### src/sample_mux_sequencer_pkg.sv
// Constants, encodings and register map of the sample multiplexer sequencer
package sample_mux_sequencer_pkg;

  // ****************************************
  // Register map
  // ****************************************
  localparam logic [15:0] ADDR_CHOP_CTRL  = 16'h2002;
  localparam logic [15:0] ADDR_MUX_CTRL   = 16'h2003;
  localparam logic [15:0] ADDR_MUX_STATUS = 16'h2004;
  localparam logic [15:0] ADDR_BATT_CTRL  = 16'h2020;

  // Chopper control fields
  localparam int          CHOP_MODE_LSB   = 4;
  localparam logic [1:0]  CHOP_MODE_RESET = 2'h0;

  // Multiplexer control fields
  localparam int          SPF_LSB         = 0;
  localparam int          ALT_REQ_BIT     = 4;
  localparam int          RES_SEL_BIT     = 5;
  localparam int          FORMULA_LSB     = 6;
  localparam logic [2:0]  SPF_RESET       = 3'h4;
  localparam logic [2:0]  SPF_MIN         = 3'h2;
  localparam logic [2:0]  SPF_MAX         = 3'h4;
  localparam logic        RES_SEL_RESET   = 1'h1;
  localparam logic [1:0]  FORMULA_RESET   = 2'h0;

  // Battery control field
  localparam int          BATT_EN_BIT     = 6;

  // Status fields
  localparam int          STAT_IDX_LSB    = 0;
  localparam int          STAT_ALT_BIT    = 2;
  localparam int          STAT_PEND_BIT   = 3;
  localparam int          STAT_SWAP_BIT   = 4;
  localparam int          STAT_SYNC_BIT   = 5;
  localparam int          STAT_BATT_BIT   = 6;

  // ****************************************
  // Conversion and sample memory
  // ****************************************
  localparam logic [1:0]  CONV_CYC_SHORT  = 2'h2;
  localparam logic [1:0]  CONV_CYC_LONG   = 2'h3;
  localparam int          RESULT_BITS     = 22;
  localparam int          SAMPLE_SHIFT    = 9;

  localparam logic [6:0]  SLOT_IA         = 7'h00;
  localparam logic [6:0]  SLOT_VA         = 7'h01;
  localparam logic [6:0]  SLOT_IB         = 7'h02;
  localparam logic [6:0]  SLOT_VB         = 7'h03;
  localparam logic [6:0]  SLOT_THERMAL    = 7'h06;
  localparam logic [6:0]  SLOT_BATTERY    = 7'h07;

  // ****************************************
  // Types
  // ****************************************
  typedef enum logic [2:0] {
    SEL_PHASE_A_CURRENT = 3'h0,
    SEL_PHASE_A_VOLTAGE = 3'h1,
    SEL_PHASE_B_CURRENT = 3'h2,
    SEL_PHASE_B_VOLTAGE = 3'h3,
    SEL_THERMAL         = 3'h4,
    SEL_BATTERY         = 3'h5
  } mux_sel_type;

  typedef enum logic [1:0] {
    CHOP_POSITIVE = 2'h0,
    CHOP_REVERSE  = 2'h1,
    CHOP_TOGGLE   = 2'h2,
    CHOP_TOGGLE_B = 2'h3
  } chop_mode_type;

  typedef enum logic [1:0] {
    SEQ_WAIT    = 2'h0,
    SEQ_CONVERT = 2'h1,
    SEQ_SETTLE  = 2'h2
  } seq_state_type;

endpackage : sample_mux_sequencer_pkg
### src/sample_mux_sequencer.sv
// Multiplexer sequencer: frames, conversion start, sample store, chopper swap and frame sync
//
// Decided for this implementation: the address map and the address-and-strobe port.
`timescale 1ns/1ps
module sample_mux_sequencer (
  input  wire logic        mclk,
  input  wire logic        rst_n,
  input  wire logic [15:0] reg_addr,
  input  wire logic [7:0]  reg_wdata,
  input  wire logic        reg_write,
  input  wire logic        reg_read,
  output logic      [7:0]  reg_rdata,
  input  wire logic        slow_sample_clock,
  input  wire logic        main_power_good,
  input  wire logic        accum_period_last,
  input  wire logic [21:0] adc_result,
  output logic      [2:0]  mux_select,
  output logic             conversion_start,
  output logic             resolution_select,
  output logic             battery_sense_enable,
  output logic             chopper_swap,
  output logic             frame_sync,
  output logic             ce_pass_start,
  output logic             live_monitor_readout_start,
  output logic             sample_write,
  output logic      [6:0]  sample_addr,
  output logic      [31:0] sample_data
);

  // ****************************************
  // Functions
  // ****************************************
  function automatic sample_mux_sequencer_pkg::mux_sel_type pick_input(input logic alt, input logic [1:0] idx);
    sample_mux_sequencer_pkg::mux_sel_type sel;
    sel = sample_mux_sequencer_pkg::SEL_PHASE_A_CURRENT;
    case (idx)
      2'h0: sel = alt ? sample_mux_sequencer_pkg::SEL_THERMAL : sample_mux_sequencer_pkg::SEL_PHASE_A_CURRENT;
      2'h1: sel = sample_mux_sequencer_pkg::SEL_PHASE_A_VOLTAGE;
      2'h2: sel = alt ? sample_mux_sequencer_pkg::SEL_BATTERY : sample_mux_sequencer_pkg::SEL_PHASE_B_CURRENT;
      2'h3: sel = sample_mux_sequencer_pkg::SEL_PHASE_B_VOLTAGE;
      default: sel = sample_mux_sequencer_pkg::SEL_PHASE_A_CURRENT;
    endcase
    return sel;
  endfunction : pick_input

  function automatic logic [6:0] slot_of(input sample_mux_sequencer_pkg::mux_sel_type sel);
    logic [6:0] slot;
    slot = sample_mux_sequencer_pkg::SLOT_IA;
    case (sel)
      sample_mux_sequencer_pkg::SEL_PHASE_A_CURRENT: slot = sample_mux_sequencer_pkg::SLOT_IA;
      sample_mux_sequencer_pkg::SEL_PHASE_A_VOLTAGE: slot = sample_mux_sequencer_pkg::SLOT_VA;
      sample_mux_sequencer_pkg::SEL_PHASE_B_CURRENT: slot = sample_mux_sequencer_pkg::SLOT_IB;
      sample_mux_sequencer_pkg::SEL_PHASE_B_VOLTAGE: slot = sample_mux_sequencer_pkg::SLOT_VB;
      sample_mux_sequencer_pkg::SEL_THERMAL:         slot = sample_mux_sequencer_pkg::SLOT_THERMAL;
      sample_mux_sequencer_pkg::SEL_BATTERY:         slot = sample_mux_sequencer_pkg::SLOT_BATTERY;
      default:                                        slot = sample_mux_sequencer_pkg::SLOT_IA;
    endcase
    return slot;
  endfunction : slot_of

  // Reserved counts are pinned to the legal range rather than running wild
  function automatic logic [2:0] clamp_states(input logic [2:0] spf);
    logic [2:0] n;
    n = spf;
    if (spf > sample_mux_sequencer_pkg::SPF_MAX) begin
      n = sample_mux_sequencer_pkg::SPF_MAX;
    end else if (spf < sample_mux_sequencer_pkg::SPF_MIN) begin
      n = sample_mux_sequencer_pkg::SPF_MIN;
    end
    return n;
  endfunction : clamp_states

  // ****************************************
  // Reset release
  // ****************************************
  logic rst_meta_r;
  logic rst_sync_r;
  always_ff @(posedge mclk or negedge rst_n) begin
    if (!rst_n) begin
      rst_meta_r <= 1'b0;
      rst_sync_r <= 1'b0;
    end else begin
      rst_meta_r <= 1'b1;
      rst_sync_r <= rst_meta_r;
    end
  end

  // ****************************************
  // Control registers
  // ****************************************
  logic [1:0]  chop_mode_r;
  logic [2:0]  states_per_frame_r;
  logic        alternate_frame_request_r;
  logic        resolution_select_r;
  logic [1:0]  meter_formula_select_r;
  logic        battery_sense_enable_r;
  logic        batt_eff;

  always_ff @(posedge mclk or negedge rst_sync_r) begin
    if (!rst_sync_r) begin
      chop_mode_r               <= sample_mux_sequencer_pkg::CHOP_MODE_RESET;
      states_per_frame_r        <= sample_mux_sequencer_pkg::SPF_RESET;
      alternate_frame_request_r <= 1'b0;
      resolution_select_r       <= sample_mux_sequencer_pkg::RES_SEL_RESET;
      meter_formula_select_r    <= sample_mux_sequencer_pkg::FORMULA_RESET;
      battery_sense_enable_r    <= 1'b0;
    end else if (reg_write) begin
      case (reg_addr)
        sample_mux_sequencer_pkg::ADDR_CHOP_CTRL: begin
          chop_mode_r <= reg_wdata[sample_mux_sequencer_pkg::CHOP_MODE_LSB +: 2];
        end
        sample_mux_sequencer_pkg::ADDR_MUX_CTRL: begin
          states_per_frame_r        <= reg_wdata[sample_mux_sequencer_pkg::SPF_LSB +: 3];
          alternate_frame_request_r <= reg_wdata[sample_mux_sequencer_pkg::ALT_REQ_BIT];
          resolution_select_r       <= reg_wdata[sample_mux_sequencer_pkg::RES_SEL_BIT];
          meter_formula_select_r    <= reg_wdata[sample_mux_sequencer_pkg::FORMULA_LSB +: 2];
        end
        sample_mux_sequencer_pkg::ADDR_BATT_CTRL: begin
          battery_sense_enable_r <= reg_wdata[sample_mux_sequencer_pkg::BATT_EN_BIT];
        end
        default: begin
        end
      endcase
    end
  end

  // Stored bit is kept, but loses effect without main power
  assign batt_eff = battery_sense_enable_r & main_power_good;

  // ****************************************
  // Alternate request capture
  // ****************************************
  logic alt_req_prev_r;
  logic alt_pending_r;
  logic frame_begin;

  always_ff @(posedge mclk or negedge rst_sync_r) begin
    if (!rst_sync_r) begin
      alt_req_prev_r <= 1'b0;
    end else begin
      alt_req_prev_r <= alternate_frame_request_r;
    end
  end

  // Edge seen per fast cycle, so even a one-cycle pulse is caught; set wins over clear
  always_ff @(posedge mclk or negedge rst_sync_r) begin
    if (!rst_sync_r) begin
      alt_pending_r <= 1'b0;
    end else if (alternate_frame_request_r && !alt_req_prev_r) begin
      alt_pending_r <= 1'b1;
    end else if (frame_begin) begin
      alt_pending_r <= 1'b0;
    end
  end

  // ****************************************
  // Slow clock edge
  // ****************************************
  logic slow_prev_r;
  logic slow_rise;

  always_ff @(posedge mclk or negedge rst_sync_r) begin
    if (!rst_sync_r) begin
      slow_prev_r <= 1'b0;
    end else begin
      slow_prev_r <= slow_sample_clock;
    end
  end

  assign slow_rise = slow_sample_clock & ~slow_prev_r;

  // ****************************************
  // Frame sequencer
  // ****************************************
  sample_mux_sequencer_pkg::seq_state_type seq_r;
  logic [1:0]  state_idx_r;
  logic [1:0]  cyc_cnt_r;
  logic [1:0]  conv_len_r;
  logic [2:0]  frame_states_r;
  logic        alt_frame_r;
  logic        conv_last;
  logic        frame_last;

  assign frame_begin = slow_rise && (seq_r != sample_mux_sequencer_pkg::SEQ_CONVERT);
  assign conv_last   = (cyc_cnt_r == conv_len_r - 2'h1);
  assign frame_last  = ({1'b0, state_idx_r} == frame_states_r - 3'h1);

  always_ff @(posedge mclk or negedge rst_sync_r) begin
    if (!rst_sync_r) begin
      seq_r          <= sample_mux_sequencer_pkg::SEQ_WAIT;
      state_idx_r    <= 2'h0;
      cyc_cnt_r      <= 2'h0;
      conv_len_r     <= sample_mux_sequencer_pkg::CONV_CYC_LONG;
      frame_states_r <= sample_mux_sequencer_pkg::SPF_RESET;
      alt_frame_r    <= 1'b0;
    end else if (slow_rise) begin
      case (seq_r)
        sample_mux_sequencer_pkg::SEQ_WAIT,
        sample_mux_sequencer_pkg::SEQ_SETTLE: begin
          // Settings are frozen for a whole frame
          seq_r          <= sample_mux_sequencer_pkg::SEQ_CONVERT;
          state_idx_r    <= 2'h0;
          cyc_cnt_r      <= 2'h0;
          frame_states_r <= clamp_states(states_per_frame_r);
          conv_len_r     <= resolution_select_r ? sample_mux_sequencer_pkg::CONV_CYC_LONG
                                                : sample_mux_sequencer_pkg::CONV_CYC_SHORT;
          alt_frame_r    <= alt_pending_r;
        end
        sample_mux_sequencer_pkg::SEQ_CONVERT: begin
          if (!conv_last) begin
            cyc_cnt_r <= cyc_cnt_r + 2'h1;
          end else if (frame_last) begin
            seq_r     <= sample_mux_sequencer_pkg::SEQ_SETTLE;
            cyc_cnt_r <= 2'h0;
          end else begin
            state_idx_r <= state_idx_r + 2'h1;
            cyc_cnt_r   <= 2'h0;
          end
        end
        default: begin
          seq_r <= sample_mux_sequencer_pkg::SEQ_WAIT;
        end
      endcase
    end
  end

  // ****************************************
  // Multiplexer select and conversion start
  // ****************************************
  logic [2:0] mux_select_r;
  logic       conversion_start_r;
  logic       resolution_out_r;
  logic       conv_start_nxt;
  logic [1:0] next_idx;
  logic       next_alt;

  assign conv_start_nxt = slow_rise && (frame_begin || (seq_r == sample_mux_sequencer_pkg::SEQ_CONVERT
                                                        && conv_last && !frame_last));
  assign next_idx = frame_begin ? 2'h0 : state_idx_r + 2'h1;
  assign next_alt = frame_begin ? alt_pending_r : alt_frame_r;

  always_ff @(posedge mclk or negedge rst_sync_r) begin
    if (!rst_sync_r) begin
      mux_select_r       <= sample_mux_sequencer_pkg::SEL_PHASE_A_CURRENT;
      conversion_start_r <= 1'b0;
      resolution_out_r   <= sample_mux_sequencer_pkg::RES_SEL_RESET;
    end else begin
      conversion_start_r <= conv_start_nxt;
      if (conv_start_nxt) begin
        mux_select_r <= pick_input(next_alt, next_idx);
        if (frame_begin) begin
          resolution_out_r <= resolution_select_r;
        end
      end
    end
  end

  // ****************************************
  // Sample memory write
  // ****************************************
  logic        sample_write_r;
  logic [6:0]  sample_addr_r;
  logic [31:0] sample_data_r;
  logic [21:0] result_masked;

  // Short filter yields one bit less; top bit is forced off
  assign result_masked = conv_len_r == sample_mux_sequencer_pkg::CONV_CYC_LONG ? adc_result
                                                                              : {1'b0, adc_result[20:0]};

  always_ff @(posedge mclk or negedge rst_sync_r) begin
    if (!rst_sync_r) begin
      sample_write_r <= 1'b0;
      sample_addr_r  <= sample_mux_sequencer_pkg::SLOT_IA;
      sample_data_r  <= 32'h00000000;
    end else begin
      sample_write_r <= slow_rise && (seq_r == sample_mux_sequencer_pkg::SEQ_CONVERT) && conv_last;
      if (slow_rise && (seq_r == sample_mux_sequencer_pkg::SEQ_CONVERT) && conv_last) begin
        sample_addr_r <= slot_of(sample_mux_sequencer_pkg::mux_sel_type'(mux_select_r));
        sample_data_r <= {1'b0, result_masked, 9'h000};
      end
    end
  end

  // ****************************************
  // Chopper swap and frame sync
  // ****************************************
  logic chopper_swap_r;
  logic frame_sync_r;
  logic ce_pass_start_r;
  logic enter_settle;

  assign enter_settle = slow_rise && (seq_r == sample_mux_sequencer_pkg::SEQ_CONVERT) && conv_last && frame_last;

  always_ff @(posedge mclk or negedge rst_sync_r) begin
    if (!rst_sync_r) begin
      chopper_swap_r <= 1'b0;
    end else if (enter_settle) begin
      case (chop_mode_r)
        sample_mux_sequencer_pkg::CHOP_POSITIVE: chopper_swap_r <= 1'b0;
        sample_mux_sequencer_pkg::CHOP_REVERSE:  chopper_swap_r <= 1'b1;
        default: begin
          // Skipping one toggle keeps the pattern aligned to each accumulation period
          if (!accum_period_last) begin
            chopper_swap_r <= ~chopper_swap_r;
          end
        end
      endcase
    end
  end

  always_ff @(posedge mclk or negedge rst_sync_r) begin
    if (!rst_sync_r) begin
      frame_sync_r    <= 1'b0;
      ce_pass_start_r <= 1'b0;
    end else begin
      ce_pass_start_r <= enter_settle;
      if (enter_settle) begin
        frame_sync_r <= 1'b1;
      end else if (frame_begin) begin
        frame_sync_r <= 1'b0;
      end
    end
  end

  // ****************************************
  // Register read
  // ****************************************
  logic [7:0] reg_rdata_r;
  logic       batt_out_r;

  always_ff @(posedge mclk or negedge rst_sync_r) begin
    if (!rst_sync_r) begin
      batt_out_r <= 1'b0;
    end else begin
      batt_out_r <= batt_eff;
    end
  end

  always_ff @(posedge mclk or negedge rst_sync_r) begin
    if (!rst_sync_r) begin
      reg_rdata_r <= 8'h00;
    end else if (reg_read) begin
      case (reg_addr)
        sample_mux_sequencer_pkg::ADDR_CHOP_CTRL: reg_rdata_r <= {2'h0, chop_mode_r, 4'h0};
        sample_mux_sequencer_pkg::ADDR_MUX_CTRL: begin
          reg_rdata_r <= {meter_formula_select_r, resolution_select_r, alternate_frame_request_r,
                          1'b0, states_per_frame_r};
        end
        sample_mux_sequencer_pkg::ADDR_BATT_CTRL: reg_rdata_r <= {1'b0, battery_sense_enable_r, 6'h00};
        sample_mux_sequencer_pkg::ADDR_MUX_STATUS: begin
          reg_rdata_r <= {1'b0, batt_eff, frame_sync_r, chopper_swap_r, alt_pending_r, alt_frame_r, state_idx_r};
        end
        default: reg_rdata_r <= 8'h00;
      endcase
    end else begin
      reg_rdata_r <= 8'h00;
    end
  end

  assign reg_rdata                  = reg_rdata_r;
  assign mux_select                 = mux_select_r;
  assign conversion_start           = conversion_start_r;
  assign resolution_select          = resolution_out_r;
  assign battery_sense_enable       = batt_out_r;
  assign chopper_swap               = chopper_swap_r;
  assign frame_sync                 = frame_sync_r;
  assign ce_pass_start              = ce_pass_start_r;
  assign live_monitor_readout_start = ce_pass_start_r;
  assign sample_write               = sample_write_r;
  assign sample_addr                = sample_addr_r;
  assign sample_data                = sample_data_r;

endmodule : sample_mux_sequencer

### config.mk
export PLATFORM = sky130hd
export DESIGN_NAME = sample_mux_sequencer
export DESIGN_NICKNAME = d
export VERILOG_FILES = /design/src/sample_mux_sequencer_pkg.sv /design/src/sample_mux_sequencer.sv
export SDC_FILE = /design/constraint.sdc
export NUM_CORES = 1
export LEC_CHECK = 0
export BUFFER_PORTS_ARGS = -buffer_cell sky130_fd_sc_hd__buf_4
export CORE_ASPECT_RATIO = 1.2
export CORE_MARGIN = 10
export CORE_UTILIZATION = 25
export DETAILED_ROUTE_END_ITERATION = 10
export HOLD_SLACK_MARGIN = 0.05
export MAX_ROUTING_LAYER = met4
export PLACE_DENSITY = 0.47
export SETUP_SLACK_MARGIN = 0.5
export SYNTH_ARGS = -nofsm -noshare
export SYNTH_HDL_FRONTEND = slang
export SYNTH_SLANG_ARGS = --single-unit
### constraint.sdc
create_clock -name mclk -period 6.4 [get_ports mclk]
set_input_delay 0.64 -clock mclk [delete_from_list [all_inputs] [get_ports mclk]]
set_output_delay 0.64 -clock mclk [all_outputs]
set_load 0.01 [all_outputs]
==> results of run 1 <==
power by group:
group	switching, mW	internal, mW
Combinational	0.257	0.226
Clock	0.184	0.381
Sequential	0.0989	0.546
cells in the mapped netlist (3+ instances only):
library cell   n
nand4b_1       5
clkbuf_1      10
nor2_1        11
nand2_1       84
inv_1          8
nor3b_1        3
nand3b_1       5
nor3_1         7
dfstp_2        5
dfrtp_1       64
and3_1         3
xor2_1         3
a22oi_1        3
a21oi_1       16
xnor2_1        3
nand3_1        5
buf_4         15
nor2b_1        4
mux2_2        11
o21ai_0       14
registers in the layout, summed over array words and instances, names as in the netlist, 2 cells and up:
signal and count:
sample_data 22, reg_rdata 8, frame_states_r 3, mux_select 3, sample_addr 3, states_per_frame_r 3
chop_mode_r 2, cyc_cnt_r 2, meter_formula_select_r 2, seq_r 2, state_idx_r 2
how the worst max path moves through the flow:
| stage | depth (start not counted) | endpoint | slack (ns) |
|---|---|---|---|
| 2_1_floorplan | 4 | battery_sense_enable_r$_DFFE_PN0P_ | 4.21 |
| 3_3_place_gp | 7 | chopper_swap$_DFFE_PN0P_ | 3.63 |
| 3_5_place_dp | 7 | chopper_swap$_DFFE_PN0P_ | 3.59 |
| 4_1_cts | 6 | chopper_swap$_DFFE_PN0P_ | 3.74 |
| 5_1_grt | 6 | chopper_swap$_DFFE_PN0P_ | 3.52 |
| 6_report | 6 | chopper_swap$_DFFE_PN0P_ | 3.81 |
cell type report:
cell class | count | area (sq um)
fillers | 1273 | 7900
flip-flops and latches | 69 | 1730
multi-input cells | 226 | 1290
repair buffers | 97 | 728
clock buffers | 10 | 229
well taps | 161 | 201
clock inverters | 6 | 111
inverters | 9 | 33.8
per-layer routing:
layer  share of wire, %  up-vias  global-route usage, %
met5                  0        -                      -
met3                7.5       12                   3.47
li1                   -     1248                      -
met2                 46       88                   15.7
met1                 45     1218                   12.5
met4                1.4        0                   3.85
cell families (layout without fill, tap and decap cells):
kind of cell | after synthesis | in the layout | synth area share [%]
AO/OA/AOI/OAI | 47 | 47 | 8.99
XOR/XNOR | 6 | 6 | 1.66
adder cells (fa/ha/maj) | 2 | 2 | 0.792
buffers and inverters | 35 | 122 | 5.94
flip-flops | 69 | 69 | 54.9
multiplexers | 14 | 14 | 4.91
other | 2 | 15 | 0.238
AND/OR/NAND/NOR | 142 | 142 | 22.6
critical path, stage by stage (launching register included):
cell and delay, ns:
dfstp_2 0.62, nor3b_1 0.10, o211ai_1 0.17, buf_4 0.34, clkinv_1 0.68, a41oi_1 0.46, nand3_1 0.10
stage by stage:
stage | std cells | utilization [%]
after detailed placement | 562 | 32.6
after global placement | 562 | 32.6
after CTS | 578 | 35.4
after floorplan | 330 | -
after global routing | 578 | 35.4
final | 578 | 35.4
==> run metrics, run 1 <==
Total Wirelength 8870 microns; Ys Warns 0; LEAKAGE 2.12 nW; register area share after synthesis 54.9%; post-CTS sizing 0; slack of the critical path 3.81 ns; Area after DPL 3990 sq um; Setup violations, final 0; Fin Setup TNS 0 ns; drt pass-1 iters 4; Register-to-Register Path Depth 6; Antenna Cells 0; top post-synthesis cells by area dfrtp_1 51%, nand2_1 10%, dfstp_2 4.2%; htree depth 3; Max FO, Critical Path 31; Reg2Reg Setup Slack 3.81 ns; Final ANT Viol Nets 0; Hold Path Class input pin to async pin; Peak VDD IR 0.160 mV; dominant synthesized flop cell dfrtp_1; DIE HEIGHT 143 microns; mapped cell area 3160 sq um; fraction of layout cells with a size suffix above 1 32.1%; Cell variety after synth 50; grt ovf 0; Die ar. 17600 sq um; CTS tree done; Crit Reg-Reg Startpoint conv_len_r[0]$_DFFE_PN1P_; Critical Path RT 6.61 ns; post-CTS setup buffers 0; CP startpoint conv_len_r[0]$_DFFE_PN1P_; post-route cell area 4330 sq um; global-route wire length before repair 14200 microns; DP Worst Slack 3.59 ns; DR vias 2566; Top Ports 111; CTS root buf clkbuf_16; Max Cap Viol 0; most common cell after layout, fill and taps aside buf_4; Cells after Synth 317; critical path arrival 2.80 ns; Hold Violations, Final 0; vias in the first global route 2744; Slew Limit Fails 0; std cell rows 44; Die X-Extent 123 microns; Seq cells post-synth 69; Period Utilization, post-route 40.5%; pwr dens 392 nW/um^2; syn avg cell area 9.97 sq um; Starting Density 25.8%; worst setup path class register to register; HPWL after DPL 6580 microns; # clock sinks 69; worst-margin pin slew 0.858 ns; min Tclk post-route 2.59 ns; DRT iter0 DRCs 92; routed vias/inst 4.44; area grow syn2layout 36.9%; hold_buf cts 0; Final Wtd Congestion 0.775; Reg2Reg Capture Point chopper_swap$_DFFE_PN0P_; gr usage total 10.3%; ys async rst share 100%; fmax 386 MHz; Avg WL per Cell 15.3 microns; Post-synth EDFFs 0; top cell type's share of synthesized area 50.7%; clock slew at reported path FFs 0.06 ns; Residual DRC 0; Clock Latency Late Sink 0.33 ns; Post-layout nets 467; Buffers on Ports 95; commonest cells after routing, fill and taps aside 97 x buf_4, 84 x nand2_1, 63 x dfrtp_1; Min Hold Slack 0.0879 ns; Slew HR 42.2%; clock skew 0.00931 ns; largest net degree at the start of global routing 68; core area 12200 sq um; status complete, no violations; critical path launch point type register; maximum buffer depth of the clock tree 2; initial antenna violation count 0; crit end category register; Yosys top cell by area dfrtp_1; Pwr Total 1.69 mW; RSZ-0062 raised after global routing false; total CTS buffers 9
(Power assumes the default switching activity.)
==> run 2: changes to the inputs <==
Clock period 6.4 ns to 2.6 ns, I/O delays scaled along.
==> run 2 against run 1 <==
Worst setup slack worse by 3.1 ns. Sequential power grew 150%. Critical path depth did not move. Sequential share of layout area decreased by 0.81 points. Via count grew 0.55%. Critical path type unchanged. Largest cell class unchanged. Largest power group unchanged.
==> run metrics, run 2 (synthesized netlist as in run 1, its figures left out) <==
status complete, no violations (unchanged); core area 12200 sq um (unchanged); Register-to-Register Path Depth 6 (unchanged); WHS Endpoint sample_data[11]$_DFFE_PN0N_; Period Utilization, post-route 74.6% (was 40.5%); Peak VDD IR 0.292 mV (was 0.160 mV); Antenna Cells 0 (unchanged); largest net degree at the start of global routing 41 (was 68); initial antenna violation count 0 (unchanged); Reg2Reg Setup Slack 0.66 ns (was 3.81 ns); Slew Limit Fails 0 (unchanged); Residual DRC 0 (unchanged); routed vias/inst 4.41 (was 4.44); Critical Path RT 2.81 ns (was 6.61 ns); CTS root buf clkbuf_16 (unchanged); placed insts 566 (was 562); DIE HEIGHT 143 microns (unchanged); Max Cap Viol 0 (unchanged); Crit Reg-Reg Startpoint frame_states_r[0]$_DFFE_PN0P_ (was conv_len_r[0]$_DFFE_PN1P_); min Tclk post-route 1.94 ns (was 2.59 ns); pwr dens 953 nW/um^2 (was 392 nW/um^2); fmax 516 MHz (was 386 MHz); worst-margin pin slew 0.769 ns (was 0.858 ns); worst setup path class register to register (unchanged); Starting Density 25.8% (unchanged); Post-layout nets 474 (was 467); Clock Latency Late Sink 0.33 ns (about the same); critical path arrival 2.15 ns (was 2.80 ns); Max FO, Critical Path 7 (was 31); RSZ-0062 raised after global routing true (was false); Total Wirelength 8840 microns (was 8870 microns); Avg WL per Cell 15.1 microns (was 15.3 microns); area grow syn2layout 39.7% (was 36.9%); DRT iter0 DRCs 102 (was 92); LEAKAGE 2.16 nW (was 2.12 nW); critical path launch point type register (unchanged); # clock sinks 69 (unchanged); Final Wtd Congestion 0.777 (was 0.775); Hold Violations, Final 0 (unchanged); Die X-Extent 123 microns (unchanged); clock slew at reported path FFs 0.06 ns (about the same); htree depth 3 (unchanged); total CTS buffers 9 (unchanged); most common cell after layout, fill and taps aside buf_4 (unchanged); vias in the first global route 2766 (was 2744); CTS tree done (unchanged); Slew HR 48.2% (was 42.2%); drt pass-1 iters 4 (unchanged); HPWL after DPL 6620 microns (was 6580 microns); Setup violations, final 0 (unchanged); commonest cells after routing, fill and taps aside 101 x buf_4, 84 x nand2_1, 63 x dfrtp_1 (was 97 x buf_4, 84 x nand2_1, 63 x dfrtp_1); Die ar. 17600 sq um (unchanged); crit end category register (unchanged); Hold Crit Depth 3; gr usage total 10.4% (was 10.3%); std cell rows 44 (unchanged); hold_sp adc_result[2]; grt ovf 0 (unchanged); CP startpoint frame_states_r[0]$_DFFE_PN0P_ (was conv_len_r[0]$_DFFE_PN1P_); Top Ports 111 (unchanged); Hold Path Class input pin to register (was input pin to async pin); DR vias 2580 (was 2566); Final ANT Viol Nets 0 (unchanged); Final Non-Filler Cells 585 (was 578); Fin Setup TNS 0 ns (unchanged); global-route wire length before repair 14000 microns (was 14200 microns); fraction of layout cells with a size suffix above 1 33.5% (was 32.1%); Reg2Reg Capture Point state_idx_r[0]$_DFFE_PN0P_ (was chopper_swap$_DFFE_PN0P_); maximum buffer depth of the clock tree 2 (unchanged); clock skew 0.00719 ns (was 0.00931 ns); max FFs per register 22 (unchanged); Buffers on Ports 95 (unchanged)
-- run 2: where the power goes --
group          switching, mW  leakage [nW]  internal, mW
Combinational          0.635          1.12         0.578
Clock                  0.461         0.163         0.937
Sequential             0.253         0.874          1.34
Total                   1.35          2.16          2.86
-- run 2: worst max path at each step --
stage                                                  to  slack [ns]  cells after the start
floorplan                         alt_frame_r$_DFFE_PN0P_        0.55                      0
global placement    alternate_frame_request_r$_DFFE_PN0P_        0.47                      5
detailed placement  meter_formula_select_r[1]$_DFFE_PN0P_        0.44                      5
CTS                           sample_data[30]$_DFFE_PN0N_        0.51                      6
global route                    mux_select[1]$_DFFE_PN0P_        0.49                      6
finish                         state_idx_r[0]$_DFFE_PN0P_        0.66                      6
-- run 2: stage by stage --
stage | util (%) | hold WS [ns] | instance area (sq um) | power, mW | setup slack, ns
3_3_place_gp | 33.0 | 0.0436 | 4030 | 2.81 | 0.470
3_5_place_dp | 33.0 | 0.0463 | 4030 | 2.82 | 0.439
5_1_grt | 36.1 | 0.109 | 4410 | 4.50 | 0.489
2_1_floorplan | - | -0.0356 | 3210 | 2.21 | 0.545
6_report | 36.1 | 0.115 | 4410 | 4.21 | 0.661
4_1_cts | 35.9 | 0.101 | 4390 | 4.25 | 0.512
-- run 2: final cells by class --
| class | count | area (sq um) |
|---|---|---|
| flip-flops and latches | 69 | 1730 |
| multi-input cells | 226 | 1300 |
| clock inverters | 6 | 111 |
| clock buffers | 10 | 229 |
| inverters | 9 | 37.5 |
| repair buffers | 104 | 798 |
| fillers | 1255 | 7810 |
| well taps | 161 | 201 |
-- run 2: repair_timing --
item | 4_1_cts | 5_1_grt
gates resized for setup | 0 | 3
buffers inserted | 0 | 1
hold buffers | 2 | 0
setup endpoints to repair | 0 | 17
hold endpoints to repair | 3 | 0
-- run 2: layer usage --
metal	part of all wire (%)	routed length [microns]	GRT usage [%]
met5	0	0	-
met4	2.1	189	5.34
met3	7.4	658	3.59
met2	44	3920	14.5
met1	46	4070	13.0
-- run 2: critical path: stages, from the launching register on --
cell	delay, ns
dfrtp_1	0.40
inv_1	0.08
ha_1	0.33
xor2_1	0.19
a32oi_2	0.43
a21oi_1	0.12
a221o_1	0.27
